===== config.mk =====
export PLATFORM = sky130hd
export DESIGN_NAME = crc_engine_register_port
export DESIGN_NICKNAME = d
export VERILOG_FILES = /design/src/verilog/crc_engine_register_port.v
export VERILOG_INCLUDE_DIRS = /design/src /design/src/verilog
export SDC_FILE = /design/constraint.sdc
export NUM_CORES = 1
export LEC_CHECK = 0
export ABC_AREA = 1
export BUFFER_PORTS_ARGS = -buffer_cell sky130_fd_sc_hd__buf_4
export CORE_MARGIN = 8
export CORE_UTILIZATION = 35
export CTS_CLUSTER_SIZE = 10
export DETAILED_ROUTE_END_ITERATION = 10
export GPL_TIMING_DRIVEN = 0
export PLACE_DENSITY_LB_ADDON = 0.25
export SLEW_MARGIN = 20
export SYNTH_ARGS = -nofsm -noshare
export SYNTH_HDL_FRONTEND = slang
export SYNTH_SLANG_ARGS = --single-unit

===== constraint.sdc =====
create_clock -name i_clock -period 1.9 [get_ports i_clock]
set_input_delay 0.285 -clock i_clock [delete_from_list [all_inputs] [get_ports i_clock]]
set_output_delay 0.285 -clock i_clock [all_outputs]
set_load 0.02 [all_outputs]

===== src/verilog/crc_engine_consts.vh =====
// Constants for the byte-fed CRC engine and its special function register port
// What this block does
// - Poly select clear gives a 32-bit result with polynomial 0x04C11DB7, set gives 16-bit with 0x1021.
// - Writing one to control bit 3 loads the whole internal result with the chosen init value.
// - Init value select 0 loads all zeros, 1 loads all ones.
// - Control bits 1:0 hold the result byte pointer, which advances after every data port access.
// - In 32-bit mode pointer 00 picks bits 7:0, 01 picks bits 15:8, 11 picks bits 31:24.
// - In 16-bit mode pointers 00 and 10 pick bits 7:0, pointers 01 and 11 pick bits 15:8.
// - Each byte written to the data input register is folded into the result by the selected algorithm.
// - A data port read returns the pointed result byte and a write overwrites that byte.
// - Control bits 7:5 read as zero and ignore writes.
// - The 16-bit CRC xors the byte into the high result byte, then shifts left 8 times xoring 0x1021 on carry.
// - The 32-bit CRC xors the byte into the low result byte, then shifts right 8 times xoring 0xEDB88320 on carry.
// - The result holds until reinitialised, overwritten through the port, or updated by an input byte.
`ifndef CRC_ENGINE_CONSTS_VH
`define CRC_ENGINE_CONSTS_VH

// Register addresses
`define ADDR_CONTROL 8'h91
`define ADDR_INPUT 8'h94
`define ADDR_RESULT 8'hd9

// Control field positions
`define CTL_POLY_BIT 4
`define CTL_INIT_BIT 3
`define CTL_VAL_BIT 2
`define CTL_PTR_HI 1
`define CTL_PTR_LO 0

// Reset and init values
`define CONTROL_RESET 8'h00
`define BYTE_RESET 8'h00
`define RESULT_ZERO 32'h00000000
`define RESULT_ONES 32'hffffffff

// Polynomials
`define POLY16 16'h1021
`define POLY32_REFLECTED 32'hedb88320
`define BITS_PER_BYTE 8

// Pointer codes
`define PTR_B0 2'h0
`define PTR_B1 2'h1
`define PTR_B2 2'h2
`define PTR_B3 2'h3

`endif


===== src/verilog/crc_engine_register_port.v =====
// CRC engine reached through three special function registers
`timescale 1ns/1ps
`include "crc_engine_consts.vh"

module crc_engine_register_port
(
   // Clock and reset
   input wire i_clock,
   input wire i_reset,
   // Special function register bus from the core
   input wire [7:0] i_sfr_addr,
   input wire i_sfr_write,
   input wire i_sfr_read,
   input wire [7:0] i_sfr_wdata,
   // Read data, registered one cycle after the read strobe
   output reg [7:0] o_sfr_rdata,
   output reg o_sfr_rvalid
);

   // Control fields
   reg poly_select_q;
   reg init_value_select_q;
   reg [1:0] result_byte_pointer_q;
   reg [7:0] input_byte_q;
   reg [31:0] result_q;

   // Decoded strobes
   wire wr_ctl = i_sfr_write && (i_sfr_addr == `ADDR_CONTROL);
   wire wr_in = i_sfr_write && (i_sfr_addr == `ADDR_INPUT);
   wire wr_res = i_sfr_write && (i_sfr_addr == `ADDR_RESULT);
   wire rd_res = i_sfr_read && (i_sfr_addr == `ADDR_RESULT);

   // Byte lane selected by the pointer; 16-bit mode folds pointer bit 1 away
   reg [1:0] lane;
   always @*
   begin
      if (poly_select_q)
         lane = {1'b0, result_byte_pointer_q[0]};
      else
         lane = result_byte_pointer_q;
   end

   // Pointed result byte
   reg [7:0] lane_byte;
   always @*
   begin
      case (lane)
         `PTR_B0: lane_byte = result_q[7:0];
         `PTR_B1: lane_byte = result_q[15:8];
         `PTR_B2: lane_byte = result_q[23:16];
         `PTR_B3: lane_byte = result_q[31:24];
         default: lane_byte = result_q[7:0];
      endcase
   end

   // Whole byte folded in one cycle; unrolled bit loop keeps the core never waiting
   reg [15:0] c16;
   reg [31:0] c32;
   integer k;
   always @*
   begin
      c16 = result_q[15:0] ^ {i_sfr_wdata, 8'h00};
      c32 = result_q ^ {24'h000000, i_sfr_wdata};
      for (k = 0; k < `BITS_PER_BYTE; k = k + 1)
      begin
         if (c16[15])
            c16 = {c16[14:0], 1'b0} ^ `POLY16;
         else
            c16 = {c16[14:0], 1'b0};
         if (c32[0])
            c32 = {1'b0, c32[31:1]} ^ `POLY32_REFLECTED;
         else
            c32 = {1'b0, c32[31:1]};
      end
   end

   // Control register and pointer; port access advances pointer after control write
   always @(posedge i_clock or posedge i_reset)
   begin
      if (i_reset)
      begin
         poly_select_q <= 1'b0;
         init_value_select_q <= 1'b0;
         result_byte_pointer_q <= `PTR_B0;
      end
      else if (wr_ctl)
      begin
         poly_select_q <= i_sfr_wdata[`CTL_POLY_BIT];
         init_value_select_q <= i_sfr_wdata[`CTL_VAL_BIT];
         result_byte_pointer_q <= i_sfr_wdata[`CTL_PTR_HI:`CTL_PTR_LO];
      end
      else if (wr_res || rd_res)
      begin
         result_byte_pointer_q <= result_byte_pointer_q + 2'h1;
      end
   end

   // Data input register keeps the last byte for read back
   always @(posedge i_clock or posedge i_reset)
   begin
      if (i_reset)
         input_byte_q <= `BYTE_RESET;
      else if (wr_in)
         input_byte_q <= i_sfr_wdata;
   end

   // Result register; init bit takes the select value written in the same byte
   always @(posedge i_clock or posedge i_reset)
   begin
      if (i_reset)
         result_q <= `RESULT_ZERO;
      else if (wr_ctl && i_sfr_wdata[`CTL_INIT_BIT])
      begin
         if (i_sfr_wdata[`CTL_VAL_BIT])
            result_q <= `RESULT_ONES;
         else
            result_q <= `RESULT_ZERO;
      end
      else if (wr_in)
      begin
         if (poly_select_q)
            result_q <= {result_q[31:16], c16};
         else
            result_q <= c32;
      end
      else if (wr_res)
      begin
         case (lane)
            `PTR_B0: result_q[7:0] <= i_sfr_wdata;
            `PTR_B1: result_q[15:8] <= i_sfr_wdata;
            `PTR_B2: result_q[23:16] <= i_sfr_wdata;
            `PTR_B3: result_q[31:24] <= i_sfr_wdata;
            default: result_q[7:0] <= i_sfr_wdata;
         endcase
      end
      // Otherwise the result simply holds
   end

   // Read mux; unmapped addresses read as zero
   always @(posedge i_clock or posedge i_reset)
   begin
      if (i_reset)
      begin
         o_sfr_rdata <= `BYTE_RESET;
         o_sfr_rvalid <= 1'b0;
      end
      else
      begin
         o_sfr_rvalid <= i_sfr_read;
         if (!i_sfr_read)
            o_sfr_rdata <= `BYTE_RESET;
         else if (i_sfr_addr == `ADDR_CONTROL)
            o_sfr_rdata <= {3'h0, poly_select_q, 1'b0, init_value_select_q,
               result_byte_pointer_q};
         else if (i_sfr_addr == `ADDR_INPUT)
            o_sfr_rdata <= input_byte_q;
         else if (rd_res)
            o_sfr_rdata <= lane_byte;
         else
            o_sfr_rdata <= `BYTE_RESET;
      end
   end

endmodule // crc_engine_register_port


### After elaboration in Yosys (flattened, before gate mapping)

Index checks and enable logic that the tools add are counted.

* bits in registers: 53
* input bits: 20
* output and inout bits: 9
* word-level logic and storage cells: 86

* add/subtract/negate cells: 1
* equality and inequality tests: 7
* multiplexer cells: 33
* bitwise gates (word level): 18
* reductions and logical operators: 17

Operators by type and width (count)
* $mux 32: 13
* $not 13->14: 8
* $mux 13: 8
* $mux 8: 8
* $pmux 8 s4: 1
* $xor 32x8->32: 1
* $eq 8x8->1 const B: 3
* $not 3->3: 8
* $xor 16x16->16: 1
* $reduce_bool 3->1: 5
* $mux 2: 3
* $reduce_and 3->1: 2
* $logic_and 1x1->1: 5
* $eq 2x2->1 const B: 2
* $reduce_and 2->1: 2
* $ne 3x2->1 const B: 1
* $add 2x1->2 const B: 1
* $eq 2x1->1 const B: 1
* $logic_not 2->1: 1
* $reduce_bool 2->1: 1
* $logic_or 1x1->1: 1

### Depth between registers and ports, before layout

* depth in word-level cells: 20
* mapped depth: 16
* gate-level depth less buffers: 16

### Worst setup path before layout

OpenSTA, ideal clock, no wires.

* path type: input -> register
* start point: in i_sfr_addr[1]
* end point: reg result_q[1]
* setup time: 0.125 ns
* data arrival time: 1.508 ns
* data required time: 1.775 ns
* path slack: 0.267 ns
* stages on the path: 12
* buffers on the path: 0
* cells stage by stage: inv_1 -> nand2_1 -> nor3_1 -> nand2_1 -> nor2_4 -> inv_2 -> nor2_4 -> nor2_1 -> o21ai_2 -> nand2_1 -> inv_1 -> a21oi_1

* longest elaborated chain between the ends: 5
* elaborated cells between the ends (all ways): 12
* classes of those cells: eq/ne (3); mux (2); reduce/logical (7)

RTL lines
* start, declared: line crc_engine_register_port.v:11 `input wire [7:0] i_sfr_addr,`
* $eq 8x8->1 (no line)
* $logic_and 1x1->1: line crc_engine_register_port.v:28 `` wire wr_ctl = i_sfr_write && (i_sfr_addr == `ADDR_CONTROL); ``
* $logic_and 1x1->1: line crc_engine_register_port.v:112 `` else if (wr_ctl && i_sfr_wdata[`CTL_INIT_BIT]) ``
* $reduce_bool 3->1 (no line)
* $reduce_and 2->1 (no line)
* end signal, assigned: line crc_engine_register_port.v:111 `` result_q <= `RESULT_ZERO; ``
* end signal, assigned: line crc_engine_register_port.v:115 `` result_q <= `RESULT_ONES; ``
* end signal, assigned: line crc_engine_register_port.v:117 `` result_q <= `RESULT_ZERO; ``
* end, declared: line crc_engine_register_port.v:25 `reg [31:0] result_q;`

Several ways; a longest one is shown, not always the timed one.
A chain may end at the register's enable or synchronous reset.

### Worst setup path after layout

* start point: reg result_q[1]
* end point: reg result_q[17]

* longest elaborated chain between the ends: 15

RTL lines
* $xor 32x8->32 *: line crc_engine_register_port.v:63 `c32 = result_q ^ {24'h000000, i_sfr_wdata};`
* $mux 32 * (3 in series): line crc_engine_register_port.v:70 `if (c32[0])`
* $not 13->14 (no line)
* $mux 32 *: line crc_engine_register_port.v:70
* $not 13->14 (no line)
* $mux 32 *: line crc_engine_register_port.v:70
* $not 13->14 (no line)
* $mux 32 * (3 in series): line crc_engine_register_port.v:70
* $mux 32 *: line crc_engine_register_port.v:121 `if (poly_select_q)`
* $mux 32 *: line crc_engine_register_port.v:119 `else if (wr_in)`
* $mux 32 *: line crc_engine_register_port.v:112

Mark *: on every way between the ends. The rest lies on a longest branch, timed or not. The select of a mux whose other input is x is not followed.

==> run summary <==
Max VDD drop: 0.4584 mV
Violation count after the first detailed-route iteration: 453
Final critical-path setup slack: 0.06892 ns
Count of final setup violators: 0
Die Width: 127.7 um
Post-Synthesis Cell Area: 4365 um^2
Tightest Pin Transition: 0.6900 ns
DR vias/cell: 5.186
Clock transition at path regs: 0.08 ns
Setup CP Type: reg -> reg
Most frequent cells in the layout: nand2_1 (194), buf_4 (60), inv_1 (51)
HPWL after DPL: 12.17 mm
Number of global-route vias before repair: 4,094
Die extent in y: 127.7 um
Post-synth cell types: 41
Minimum clock period: 1.831 ns
Via Count: 4,470
Core Region: 12,410 um^2
Ports: 29
Max Slew Vio Count: 0
Ranking of synthesized cells by area: dfrtp_1 (30%), nand2_1 (18%), xor2_1 (6.8%)
Grt ovf: 0
Diode count: 0
Ys Warns: 0
Status: complete, no violations
Area added between synthesis and finish: 27.54%
Synth top area share: 30.38%
Final Util: 44.85%
Power, Total: 4.702 mW
Root buffer cell: clkbuf_16
GRT Util Overall: 19.68%
Initial antenna violation count: 0
Starting Density: 35.16%
Global-route wire length before repair: 24.25 mm
DP Worst Slack: -0.4281 ns
Nets: 709
Fmax: 546.1 MHz
Cell row count: 41
Number of routed nets with antenna violations: 0
Crit start category: flip-flop
Buffers added on ports: 27
Final setup TNS: 0 ns
WL final: 16.25 mm
Share of cells above drive strength 1: 26.67%
Net Count, Synth: 641
Total die area: 16,300 um^2
Synthesized instance count: 621
RSZ-0062 raised after global routing: true
Final RePlAce weighted congestion: 0.9492
Max-Cap Viols: 0
H-tree depth: 2
Cell taking the most area after synthesis: dfrtp_1
Worst Skew: 0.009587 ns
Flop and latch count out of synthesis: 53
Avg Cell Area, Syn: 7.030 um^2
Crit end category: flip-flop
Router iterations before antenna repair: 6
CTS tree: done
Number of buffers created by CTS: 5
Fin. Hold Viols: 0
Sink Count: 53
PwrDens: 844.5 nW/um^2
Wire per inst: 18.85 um
Crit path DAT: 2.05 ns
Clock Tree Buf Depth: 2
Slew margin rel.: 54.00%
Worst EP required: 2.12 ns
Leakage power: 2.781 nW
CP Max Fanout: 5
Clk Latency, worst-skew pair: 0.30 ns
Hold Crit Class: in -> async
Final Cycle Share: 96.37%
Drc violations: 0
Hold slack: 0.07889 ns
Pin count of the biggest net entering global routing: 54
Most common cell after layout, fill and taps aside: nand2_1
Sequential share of the synthesized area: 30.38%
final timing paths:
kind	cells past startpoint	from	slack, ns	to
max	12	result_q[1]	0.07	result_q[17]
min	2	i_reset	0.08	input_byte_q[2]
max reg2reg	12	result_q[1]	0.07	result_q[17]
min reg2reg	2	input_byte_q[6]	0.50	input_byte_q[6]
max in group asynchronous	2	i_reset	1.30	result_q[7]
min in group i_clock	1	i_sfr_read	0.11	o_sfr_rvalid
where the power goes:
part / switching (mW) / internal, mW
clock network: 0.465 / 0.633
logic: 1.35 / 0.922
registers: 0.133 / 1.20
total: 1.94 / 2.76
final cells by class:
type | count | area (um^2)
Buffer | 9 | 51.30
Clock buffer | 5 | 125.1
Clock inverter | 3 | 47.55
Fill cell | 1304 | 6847
Inverter | 71 | 284.0
Multi-Input combinational cell | 487 | 3019
Sequential cell | 53 | 1335
Tap cell | 172 | 215.2
Timing Repair Buffer | 62 | 490.5
through the flow:
step                      instance area (um^2)  instances
after floorplan                           4365        621
after global placement                    4783        820
after detailed placement                  4786        820
after CTS                                 5122        839
after global routing                      5568        862
final                                     5568        862
cells in the mapped netlist (all sizes together):
cell type  number
nand3b          1
xor2           38
o311ai          2
o221ai          8
dfrtp          53
a32oi           2
and2            1
nor2           49
buf             5
nand2         230
clkinv          2
a21oi          30
nand3          29
o211ai          7
nor3            3
a31oi           4
o22a            2
o21ai          42
clkbuf          5
or2             3
o21bai          1
inv            69
o22ai           1
a22oi          10
xnor2          24
metal layers:
| layer | global-route usage, % | wire length (um) | vias up |
|---|---|---|---|
| li1 | - | - | 2116 |
| met2 | 30.81 | 7540 | 204 |
| met5 | 0 | 0 | - |
| met1 | 26.72 | 6946 | 2114 |
| met4 | 8.741 | 660 | 0 |
| met3 | 2.329 | 1104 | 36 |
timing repair:
item,4_1_cts,5_1_grt
pin swaps,6,24
resized for setup,15,57
endpoints found under the setup margin,26,31
setup buffers,11,24
hold buffers,0,0
sequential cells by signal (all words and copies together), names as in the netlist:
name and cells:
result_q 32, input_byte_q 8, o_sfr_rdata 8, result_byte_pointer_q 2
init_value_select_q 1, o_sfr_rvalid 1, poly_select_q 1
logic make-up after synthesis:
kind of cell	synth area share, %
flip-flops	30.38
buffers and inverters	7.337
XOR/XNOR	15.02
AND/OR/NAND/NOR	32.04
AO/OA/AOI/OAI	15.22
worst max-delay path, stage by stage (launching register included):
cell     delay, ns
dfrtp_2       0.42
inv_2         0.06
nand2_2       0.07
nand2_4       0.08
buf_12        0.13
xnor2_4       0.21
xor2_2        0.25
inv_1         0.09
nand2_1       0.08
nand3_2       0.07
nand2_1       0.07
nand2_1       0.05
a22oi_1       0.15
(Power assumes the default switching activity.)
